===== config.mk =====
export PLATFORM = sky130hd
export DESIGN_NAME = fcr_core
export DESIGN_NICKNAME = d
export VERILOG_FILES = /design/src/core/fcr_pkg.sv /design/src/core/fcr_rd_if.sv /design/src/core/fcr_addr_gen.sv /design/src/core/fcr_core.sv
export SDC_FILE = /design/constraint.sdc
export NUM_CORES = 1
export LEC_CHECK = 0
export BUFFER_PORTS_ARGS = -buffer_cell sky130_fd_sc_hd__buf_2
export CELL_PAD_IN_SITES_DETAIL_PLACEMENT = 1
export CELL_PAD_IN_SITES_GLOBAL_PLACEMENT = 2
export CORE_MARGIN = 2
export CORE_UTILIZATION = 37
export CTS_BUF_LIST = sky130_fd_sc_hd__clkbuf_16
export CTS_CLUSTER_SIZE = 14
export DETAILED_ROUTE_END_ITERATION = 12
export PLACE_DENSITY = 0.89
export REMOVE_ABC_BUFFERS = 1
export SYNTH_ARGS = -nofsm -noshare
export SYNTH_HDL_FRONTEND = slang
export SYNTH_HIERARCHICAL = 1
export SYNTH_SLANG_ARGS = --single-unit

===== constraint.sdc =====
create_clock -name clk -period 3.33 [get_ports clk]
set_input_delay 0.4995 -clock clk [delete_from_list [all_inputs] [get_ports clk]]
set_output_delay 0.4995 -clock clk [all_outputs]
set_load 0.01 [all_outputs]

===== src/core/fcr_pkg.sv =====
// constants, field positions and command codes of the flash configuration registers
// assumes one 200 MHz core clock; serial pins arrive asynchronously
package fcr_pkg;
    // delivered (erased) state of the nonvolatile register
    localparam logic [15:0] NV_DELIVERED = 16'hffff;
    // nonvolatile field positions
    localparam int NV_DUMMY_HI = 15;
    localparam int NV_DUMMY_LO = 12;
    localparam int NV_EXEC_HI = 11;
    localparam int NV_EXEC_LO = 9;
    localparam int NV_HOLD_BIT = 4;
    localparam int NV_QUAD_BIT = 3;
    localparam int NV_DUAL_BIT = 2;
    // volatile field positions
    localparam int VC_DUMMY_HI = 7;
    localparam int VC_DUMMY_LO = 4;
    localparam int VC_EXEC_BIT = 3;
    localparam int VC_WRAP_HI = 1;
    // dummy codes; both ends of the range pick the default count
    localparam logic [3:0] DUMMY_CODE_ZERO = 4'h0;
    localparam logic [3:0] DUMMY_CODE_ONES = 4'hf;
    localparam logic [3:0] DUMMY_DEFAULT = 4'ha;
    // execute_in_place power-on modes
    localparam logic [2:0] EXEC_MODE_OFF = 3'h7;
    // wrap codes and their window masks
    localparam logic [1:0] WRAP_16 = 2'h0;
    localparam logic [1:0] WRAP_32 = 2'h1;
    localparam logic [1:0] WRAP_64 = 2'h2;
    localparam logic [1:0] WRAP_SEQ = 2'h3;
    localparam logic [23:0] MASK_16 = 24'h00000f;
    localparam logic [23:0] MASK_32 = 24'h00001f;
    localparam logic [23:0] MASK_64 = 24'h00003f;
    // register commands
    localparam logic [7:0] CMD_RD_NV = 8'h11;
    localparam logic [7:0] CMD_WR_NV = 8'h12;
    localparam logic [7:0] CMD_RD_VOL = 8'h21;
    localparam logic [7:0] CMD_WR_VOL = 8'h22;
    // timing
    localparam int CLK_PERIOD_PS = 5000;
    localparam int NV_WRITE_NS = 1000;
    localparam int NV_WRITE_CYCLES = (NV_WRITE_NS * 1000 + CLK_PERIOD_PS - 1) / CLK_PERIOD_PS;
    // serial engine phases
    typedef enum logic [2:0] {FCR_BOOT, FCR_IDLE, FCR_DIN, FCR_DOUT, FCR_SKIP} fcr_phase_t;
endpackage


===== src/core/fcr_rd_if.sv =====
// read-address carrier between the register logic and the wrap address generator
// assumes both ends run on the same clock
`timescale 1ns/1ps
`default_nettype none
interface fcr_rd_if;
    logic start;
    logic [23:0] start_addr;
    logic next;
    logic [1:0] wrap;
    logic [23:0] addr;
    modport ctrl (output start, output start_addr, output next, output wrap, input addr);
    modport gen (input start, input start_addr, input next, input wrap, output addr);
endinterface
`default_nettype wire


===== src/core/fcr_addr_gen.sv =====
// read address generator with aligned wrap windows
// assumes start and next come from logic on the same clock
`timescale 1ns/1ps
`default_nettype none
module fcr_addr_gen
    import fcr_pkg::*;
(
    input wire logic clk,
    input wire logic reset_n,
    fcr_rd_if.gen rd
);
    typedef struct packed {
        logic [23:0] addr;
    } fcr_ag_state_t;

    fcr_ag_state_t s;
    fcr_ag_state_t next_s;
    logic [23:0] mask;
    logic [23:0] inc;

    // window mask from the wrap code
    always_comb begin
        unique case (rd.wrap)
            WRAP_16: mask = MASK_16;
            WRAP_32: mask = MASK_32;
            WRAP_64: mask = MASK_64;
            WRAP_SEQ: mask = '1;
        endcase
        inc = rd.addr + 24'h000001;
        next_s = s;
        if (rd.start) begin
            next_s.addr = rd.start_addr;
        end else if (rd.next) begin
            next_s.addr = (rd.addr & ~mask) | (inc & mask);
        end
    end

    // address register
    always_ff @(posedge clk) begin
        if (!reset_n) begin
            s <= '0;
        end else begin
            s <= next_s;
        end
    end

    assign rd.addr = s.addr;
endmodule
`default_nettype wire


===== src/core/fcr_core.sv =====
// configuration register logic of a serial flash: serial command engine, nonvolatile
// and volatile configuration registers, working configuration and wrap address control
// assumes serial pins are asynchronous to clk and the serial clock is far below clk/4
//
// How it works
// - nonvolatile bits 15:12 set dummy clocks after fast reads; 0000 equals 1111
// - dummy codes zero and all ones both give the default count for 108 MHz
// - power-on execute_in_place mode from bits 11:9; 111 disables except in forced variants, 101/110 reserved
// - nonvolatile bit 4 enables the hold/reset pin function, default one
// - nonvolatile bit 3 low enables quad protocol, else extended
// - nonvolatile bit 2 low enables dual protocol, else extended
// - both protocol bits low give quad; cleared bits act only after power-on
// - nonvolatile register delivered as all ones and sets the power-on configuration
// - host reads and writes nonvolatile register with dedicated commands; device executes
// - volatile bits 7:4 set dummy clocks; 0000 equals 1111, the default
// - volatile bit 3 low enables execute_in_place; forced variants ignore it
// - volatile bits 1:0 select wrap; 11 reads sequentially through the array
// - wrap codes 00, 01, 10 confine output to aligned 16, 32, 64 bytes
// - volatile writes act when the write completes; register is readable
// - boot loads working configuration from nonvolatile; volatile writes copy into it
// - write in progress shows busy while a nonvolatile write executes
`timescale 1ns/1ps
`default_nettype none
module fcr_core
    import fcr_pkg::*;
#(
    parameter bit EXEC_FORCED = 1'b0,
    parameter int NV_WRITE_LEN = NV_WRITE_CYCLES
) (
    input wire logic clk,
    input wire logic reset_n,
    input wire logic factory_erase,
    input wire logic spi_clk,
    input wire logic spi_cs_n,
    input wire logic spi_mosi,
    output logic spi_miso,
    output logic spi_miso_oe_n,
    input wire logic rd_start,
    input wire logic [23:0] rd_start_addr,
    input wire logic rd_next,
    output logic [23:0] rd_addr,
    output logic [3:0] dummy_cycles,
    output logic execute_in_place,
    output logic [2:0] execute_in_place_mode,
    output logic hold_reset_enable,
    output logic quad_mode,
    output logic dual_mode,
    output logic [1:0] wrap_mode,
    output logic write_in_progress
);
    typedef struct packed {
        logic sck_s1;
        logic sck_s2;
        logic sck_s3;
        logic cs_s1;
        logic cs_s2;
        logic cs_s3;
        logic mosi_s1;
        logic mosi_s2;
        fcr_phase_t phase;
        logic [7:0] shift;
        logic [2:0] bitcnt;
        logic [7:0] cmd;
        logic [1:0] bytecnt;
        logic [15:0] din;
        logic [15:0] dout;
        logic miso;
        logic miso_oe_n;
        logic [15:0] nv_cfg;
        logic [7:0] vol_cfg;
        logic [3:0] dummy;
        logic exec_en;
        logic [2:0] exec_mode;
        logic hold_en;
        logic quad;
        logic dual;
        logic [1:0] wrap;
        logic [15:0] busy;
    } fcr_state_t;

    fcr_state_t s;
    fcr_state_t next_s;
    logic [7:0] byte_in;
    logic sck_rise;
    logic sck_fall;
    logic cs_rise;
    logic commit_nv;
    logic commit_vol;

    fcr_rd_if rd_bus ();

    // dummy code to clock count; both end codes mean the default
    function automatic logic [3:0] fcr_dummy_eff(input logic [3:0] code);
        if (code == DUMMY_CODE_ZERO || code == DUMMY_CODE_ONES) begin
            return DUMMY_DEFAULT;
        end
        return code;
    endfunction

    // edges seen on the second and third synchroniser stages
    assign byte_in = {s.shift[6:0], s.mosi_s2};
    assign sck_rise = s.sck_s2 & ~s.sck_s3;
    assign sck_fall = ~s.sck_s2 & s.sck_s3;
    assign cs_rise = s.cs_s2 & ~s.cs_s3;
    assign commit_nv = cs_rise && s.phase == FCR_DIN && s.cmd == CMD_WR_NV && s.bytecnt == 2'h2;
    assign commit_vol = cs_rise && s.phase == FCR_DIN && s.cmd == CMD_WR_VOL && s.bytecnt == 2'h1;

    // next state of the whole block
    always_comb begin
        next_s = s;
        next_s.sck_s1 = spi_clk;
        next_s.sck_s2 = s.sck_s1;
        next_s.sck_s3 = s.sck_s2;
        next_s.cs_s1 = spi_cs_n;
        next_s.cs_s2 = s.cs_s1;
        next_s.cs_s3 = s.cs_s2;
        next_s.mosi_s1 = spi_mosi;
        next_s.mosi_s2 = s.mosi_s1;
        if (s.busy != 16'h0000) begin
            next_s.busy = s.busy - 16'h0001;
        end
        if (s.phase == FCR_BOOT) begin
            // working configuration taken from the nonvolatile register
            next_s.dummy = fcr_dummy_eff(s.nv_cfg[NV_DUMMY_HI:NV_DUMMY_LO]);
            next_s.exec_mode = s.nv_cfg[NV_EXEC_HI:NV_EXEC_LO];
            next_s.exec_en = EXEC_FORCED
                | (s.nv_cfg[NV_EXEC_HI:NV_EXEC_LO] != EXEC_MODE_OFF);
            next_s.hold_en = s.nv_cfg[NV_HOLD_BIT];
            next_s.quad = ~s.nv_cfg[NV_QUAD_BIT];
            next_s.dual = s.nv_cfg[NV_QUAD_BIT] & ~s.nv_cfg[NV_DUAL_BIT];
            next_s.vol_cfg = {s.nv_cfg[NV_DUMMY_HI:NV_DUMMY_LO],
                              s.nv_cfg[NV_EXEC_HI:NV_EXEC_LO] == EXEC_MODE_OFF, 1'b0, WRAP_SEQ};
            next_s.wrap = WRAP_SEQ;
            next_s.phase = FCR_IDLE;
        end else if (s.cs_s2) begin
            // deselected: complete a write, then wait for the next command
            if (commit_nv) begin
                next_s.nv_cfg = s.din; // protocol fields wait for next boot
                next_s.busy = 16'(NV_WRITE_LEN);
            end
            if (commit_vol) begin
                next_s.vol_cfg = {s.din[VC_DUMMY_HI:VC_EXEC_BIT], 1'b0, s.din[VC_WRAP_HI:0]};
                next_s.dummy = fcr_dummy_eff(s.din[VC_DUMMY_HI:VC_DUMMY_LO]);
                next_s.exec_en = EXEC_FORCED | ~s.din[VC_EXEC_BIT];
                next_s.wrap = s.din[VC_WRAP_HI:0];
            end
            next_s.phase = FCR_IDLE;
            next_s.bitcnt = 3'h0;
            next_s.bytecnt = 2'h0;
            next_s.miso_oe_n = 1'b1;
        end else begin
            if (sck_rise) begin
                next_s.shift = byte_in;
                next_s.bitcnt = s.bitcnt + 3'h1;
                if (s.bitcnt == 3'h7) begin
                    unique case (s.phase)
                        FCR_IDLE: begin
                            next_s.cmd = byte_in;
                            if (byte_in == CMD_RD_NV) begin
                                next_s.dout = {s.nv_cfg[7:0], s.nv_cfg[15:8]};
                                next_s.phase = FCR_DOUT;
                            end else if (byte_in == CMD_RD_VOL) begin
                                next_s.dout = {s.vol_cfg, s.vol_cfg};
                                next_s.phase = FCR_DOUT;
                            end else if ((byte_in == CMD_WR_NV || byte_in == CMD_WR_VOL)
                                         && s.busy == 16'h0000) begin
                                next_s.phase = FCR_DIN;
                            end else begin
                                next_s.phase = FCR_SKIP;
                            end
                        end
                        FCR_DIN: begin
                            if (s.bytecnt == 2'h0) begin
                                next_s.din[7:0] = byte_in;
                            end else if (s.bytecnt == 2'h1) begin
                                next_s.din[15:8] = byte_in;
                            end
                            if (s.bytecnt != 2'h3) begin
                                next_s.bytecnt = s.bytecnt + 2'h1;
                            end
                        end
                        FCR_BOOT, FCR_DOUT, FCR_SKIP: begin
                        end
                    endcase
                end
            end
            // shift out on falling serial clock, repeating the register
            if (sck_fall && s.phase == FCR_DOUT) begin
                next_s.miso = s.dout[15];
                next_s.dout = {s.dout[14:0], s.dout[15]};
                next_s.miso_oe_n = 1'b0;
            end
        end
    end

    // state register; the nonvolatile store survives reset unless erased
    always_ff @(posedge clk) begin
        if (!reset_n) begin
            s <= '0;
            s.phase <= FCR_BOOT;
            s.sck_s1 <= 1'b0;
            s.cs_s1 <= 1'b1;
            s.cs_s2 <= 1'b1;
            s.cs_s3 <= 1'b1;
            s.miso_oe_n <= 1'b1;
            s.nv_cfg <= factory_erase ? NV_DELIVERED : s.nv_cfg;
        end else begin
            s <= next_s;
        end
    end

    // read address path through the wrap generator
    assign rd_bus.start = rd_start;
    assign rd_bus.start_addr = rd_start_addr;
    assign rd_bus.next = rd_next;
    assign rd_bus.wrap = s.wrap;
    assign rd_addr = rd_bus.addr;

    fcr_addr_gen u_addr_gen (
        .clk(clk),
        .reset_n(reset_n),
        .rd(rd_bus)
    );

    // outputs straight from state
    assign spi_miso = s.miso;
    assign spi_miso_oe_n = s.miso_oe_n;
    assign dummy_cycles = s.dummy;
    assign execute_in_place = s.exec_en;
    assign execute_in_place_mode = s.exec_mode;
    assign hold_reset_enable = s.hold_en;
    assign quad_mode = s.quad;
    assign dual_mode = s.dual;
    assign wrap_mode = s.wrap;
    assign write_in_progress = s.busy != 16'h0000;
endmodule
`default_nettype wire


==> flow_metrics.tcl, run 1 <==
set metrics [dict create \
    outcome "finished clean" \
    cts.sinks 141 \
    synth_ff_type "dfxtp_1" \
    crit_type "reg2reg" \
    drc_errors 0 \
    grt_pass1_wl_um 31000 \
    dieArea_um2 19300 \
    h-tree-depth 4 \
    critical_path.max_fanout 16 \
    drt-total-wl_um 18700 \
    power_frac_seq_pct 43.0 \
    grt_max_degree 49 \
    rsz0062_at_grt "false" \
    seq_area_frac_synth_pct 44.3 \
    crit_path_top_delay_cell "or4b_2" \
    clock_power_share_pct 38.4 \
    clock_latency_ns 0.42 \
    io_pins 72 \
    place.gp.congestion 0.813 \
    worstPathCellList "or4b_2 > nor4_1 > nand2_1 > o21ai_1 > buf_4" \
    pre_cts_ws_ns 0.829 \
    fin_skew_ns 0.00736 \
    worstPathArrival_ns 2.67 \
    hp-class "in2reg" \
    clkTransAtPathRegs_ns 0.06 \
    p_total_mw 4.61 \
    crit_required_ns 3.43 \
    r2r-end "s[51]" \
    crit_path_start_kind "flip-flop" \
    place_area_um2 7160 \
    clock_tree.buffer_depth 2 \
    min_period_ns 2.57 \
    swShare_pct 30.0 \
    cts_hold_buffers 0 \
    layout_setup_ws_ns 0.764 \
    hpwl_um 13100 \
    post-place-cells 994 \
    regToRegSetupSlack_ns 0.76 \
    hold_end "next_s[114]" \
    hold_viol 0 \
    finish.net_count 824 \
    p_int_mw 3.23 \
    p_per_area_nw_per_um2 599 \
    synth_cell_type_count 72 \
    fin_setup_tns_ns 0 \
    antenna_found_initial 0 \
    syn-cell-area_um2 6740 \
    gr-total-overflow 0 \
    yosysMostFrequentCell "dfxtp_1" \
    drv_cap 0 \
    fmax_ghz 0.390 \
    drt-initial-drc-count 306 \
    critPathCaptureType "flip-flop" \
    comb_power_share_pct 18.6 \
    num_vias 5798 \
    row_count 49 \
    post_cts_resized 0 \
    ys.warnings.count 6 \
    finalNonFillerCells 1026 \
    drive_gt1_share_pct 17.3 \
    p_switching_mw 1.38 \
    grt_usage_pct 19.6 \
    fin_util_pct 43.1 \
    avgSynthCellArea_um2 9.10 \
    ant_nets 0 \
    fin_crit_sh_pct 77.1 \
    via_per_inst 5.65 \
    synth.ff_latch_count 141 \
    wl_per_cell_um 18.2 \
    async_flop_share_pct 0 \
    synthTopCellsByCount "dfxtp_1 (125), nand2_1 (60), nor2_1 (57)" \
    hold_path_depth 2 \
    holdCritStartpoint "spi_cs_n" \
    cts_setup_buffers 0 \
    die_x_um 139 \
    setup_viol 0 \
    holdWs_ns 0.264 \
    port_buffers 71 \
    dr.pass1.iters 4 \
    tightest_slew_ns 0.951 \
    synth_area_leaders "dfxtp_1 (37%), edfxtp_1 (7.1%), mux2i_1 (5.0%), nand2_1 (3.3%), a21oi_1 (3.3%)" \
    p_leak_nw 2.97 \
    crit_path_max_incr_delay_ns 0.66 \
    ir_drop_uv 323 \
    initial_core_util_pct 37.7 \
    reg2reg_depth 5 \
    area_growth_pct 14.3 \
    netlist_instances 741 \
    chipHeight_um 139 \
    maxSlewViolCount 0 \
    cts_made_buffers 17 \
    r2r_start "next_s[113]" \
    synth_edf_count 16 \
    first_global_vias 6088 \
    cts_tree "yes" \
    root_buffer "clkbuf_16" \
    slew_headroom_pct 36.4 \
    final_area_um2 7710 \
    yosysTopAreaCellShare_pct 37.1 \
    synth_largest_area_cell "dfxtp_1" \
    coreArea_um2 17900 \
    diodes 0 \
]
cell type report:
cell class              instances  area (µm²)
inverters                      23        86.3
well taps                     229         287
repair buffers                 83         445
fillers                      2097       10200
flip-flops and latches        141        2980
clock inverters                15         119
multi-input cells             518        3360
clock buffers                  17         425
layout by cell type (no fill, tap or decap), types with 26 or more instances in the layout:
| cell | Yosys | layout |
|---|---|---|
| inv_1 | 20 | 26 |
| dfxtp_1 | 125 | 125 |
| a21oi_1 | 44 | 44 |
| mux2i_1 | 34 | 34 |
| nor2_1 | 57 | 57 |
| o21ai_0 | 33 | 32 |
| nor3_1 | 30 | 30 |
| nand2_1 | 60 | 60 |
| nand3_1 | 28 | 28 |
| buf_2 | 9 | 71 |
layer usage:
| metal | global-route usage, % | vias up | wire, µm |
|---|---|---|---|
| met1 | 23.9 | 2879 | 8530 |
| met2 | 35.0 | 97 | 9410 |
| li1 | - | 2807 | - |
| met4 | 5.32 | 0 | 201 |
| met3 | 4.35 | 15 | 574 |
| met5 | 0 | - | 0 |
cells by family after synthesis:
kind of cell	count (synthesis)	synth area share [%]
flip-flops	141	44.3
buffers and inverters	82	5.87
AND/OR/NAND/NOR	291	23.7
adder cells (fa/ha/maj)	8	1.49
multiplexers	34	5.05
XOR/XNOR	11	1.43
AO/OA/AOI/OAI	174	18.2
power by group through the flow:
| stage | Combinational, mW | Sequential (mW) | Clock, mW |
|---|---|---|---|
| after global routing | 0.966 | 2.01 | 1.88 |
| final | 0.860 | 1.98 | 1.77 |
| after CTS | 0.864 | 1.98 | 1.82 |
| after global placement | 0.833 | 2.00 | 0 |
| after detailed placement | 0.859 | 2.02 | 0 |
| after floorplan | 0.579 | 1.99 | 0 |
worst max-delay path, delay by kind of cell (launching register included):
family | cells | cell delay [ns]
buffers and inverters | 1 | 0.27
AND/OR/NAND/NOR | 3 | 1.30
AO/OA/AOI/OAI | 1 | 0.11
flip-flops | 1 | 0.57
worst max path at each step:
stage | cells past startpoint | slack (ns) | from | to
floorplan | 4 | 0.81 | next_s[113] | s[37]
finish | 5 | 0.76 | next_s[113] | s[51]
CTS | 4 | 0.73 | s[13] | write_in_progress
global route | 5 | 0.55 | next_s[113] | s[51]
detailed placement | 5 | 0.83 | next_s[113] | s[51]
global placement | 5 | 0.89 | next_s[113] | s[51]
(Power assumes the default switching activity.)
==> run 2: changes to the inputs <==
clock period = 2.7 ns   (was 3.33 ns; I/O delays follow)
==> flow_metrics.tcl, run 2 (same netlist as run 1, synthesis figures left out) <==
set metrics [dict create \
    fmax_ghz 0.419 \
    critical_path.max_fanout 14 \
    io_pins 72 \
    clock_latency_ns 0.42 \
    drc_errors 0 \
    cts_made_buffers 17 \
    worstPathArrival_ns 2.72 \
    ant_nets 0 \
    layout_commonest_cell "dfxtp_1" \
    area_growth_pct 15.5 \
    finish.net_count 835 \
    clock_tree.buffer_depth 2 \
    p_per_area_nw_per_um2 737 \
    critPathCaptureType "flip-flop" \
    gr-total-overflow 0 \
    cts_tree "yes" \
    antenna_found_initial 0 \
    dieArea_um2 19300 \
    maxSlewViolCount 0 \
    root_buffer "clkbuf_16" \
    hold_path_depth 2 \
    port_buffers 71 \
    p_total_mw 5.74 \
    num_vias 5941 \
    rsz0062_at_grt "false" \
    drt-total-wl_um 18900 \
    outcome "finished clean" \
    setup_viol 0 \
    chipHeight_um 139 \
    min_period_ns 2.39 \
    reg2reg_depth 4 \
    hpwl_um 13400 \
    row_count 49 \
    p_leak_nw 3.01 \
    r2r_start "byte_in[1]" \
    fin_setup_tns_ns 0 \
    hold_end "next_s[114]" \
    hp-class "in2reg" \
    fin_crit_sh_pct 88.4 \
    layout_common_cells "dfxtp_1 (125), buf_2 (71), nand2_1 (60), nor2_1 (57), a21oi_1 (44)" \
    grt_usage_pct 19.9 \
    clkTransAtPathRegs_ns 0.06 \
    grt_max_degree 38 \
    cts_setup_buffers 0 \
    cts.sinks 141 \
    cts_hold_buffers 0 \
    holdCritStartpoint "spi_cs_n" \
    coreArea_um2 17900 \
    via_per_inst 5.73 \
    initial_core_util_pct 37.7 \
    post_cts_resized 0 \
    dr.pass1.iters 4 \
    drt-initial-drc-count 249 \
    r2r-end "s[69]" \
    place.gp.congestion 0.777 \
    hold_viol 0 \
    crit_path_start_kind "flip-flop" \
    grt_pass1_wl_um 31400 \
    die_x_um 139 \
    crit_required_ns 3.03 \
    slew_headroom_pct 42.0 \
    crit_type "reg2reg" \
    h-tree-depth 4 \
    wl_per_cell_um 18.2 \
    first_global_vias 6152 \
    regToRegSetupSlack_ns 0.31 \
    drive_gt1_share_pct 18.3 \
    nFillCells 2085 \
    fin_skew_ns 0.00724 \
    drv_cap 0 \
    diodes 0 \
    ir_drop_uv 429 \
    tightest_slew_ns 0.864 \
]
run 2: cell count changes in the layout (fill, tap and decap cells not counted), sizes merged:
cell,before,now
buf,83,94
clkinv,7,10
clkinvlp,1,0
inv,28,26
run 2: through the flow:
stage | worst slack, ns | hold slack (ns) | instance area [µm²] | utilization [%] | std cells
floorplan | 0.177 | 0.386 | 6430 | - | 682
global placement | 0.476 | 0.399 | 7250 | 40.5 | 1005
detailed placement | 0.336 | 0.396 | 7250 | 40.5 | 1005
CTS | 0.275 | 0.148 | 7790 | 43.5 | 1037
global route | 0.114 | 0.164 | 7790 | 43.5 | 1037
finish | 0.313 | 0.166 | 7790 | 43.5 | 1037
run 2: worst max-delay path by stage:
| stage | end | start | cells past startpoint | slack [ns] |
|---|---|---|---|---|
| floorplan | s[37] | next_s[113] | 4 | 0.18 |
| global placement | s[58] | byte_in[1] | 4 | 0.48 |
| detailed placement | s[69] | byte_in[1] | 4 | 0.34 |
| CTS | write_in_progress | s[10] | 4 | 0.28 |
| global route | write_in_progress | s[10] | 4 | 0.11 |
| finish | s[69] | byte_in[1] | 4 | 0.31 |
run 2: final cells by class:
cell class / instances / area (µm²) / area share [%]
clock inverter: 15 / 115 / 1.48
multi-input combinational: 518 / 3360 / 43.2
inverter: 23 / 86.3 / 1.11
clock buffer: 17 / 425 / 5.46
tap: 229 / 287 / 3.68
timing repair buffer: 94 / 528 / 6.78
sequential: 141 / 2980 / 38.3
run 2: report_power, final:
group / switching, mW / leakage, nW / internal [mW]
Sequential: 0.172 / 1.17 / 2.27
Clock: 0.867 / 0.285 / 1.32
Combinational: 0.669 / 1.56 / 0.438
Total: 1.71 / 3.01 / 4.03
run 2: routing by layer:
layer	global-route usage (%)	vias to the layer above	routed length, µm
li1	-	2842	-
met1	23.5	2970	8410
met2	35.8	106	9520
met3	4.45	23	624
met4	6.33	0	312
met5	0	-	0
run 2: critical path, cell delays in order, from the launching register on:
cell      delay [ns]
dfxtp_1         0.38
or4b_1          0.78
nor3_4          0.59
a221oi_1        0.21
a221oi_2        0.33
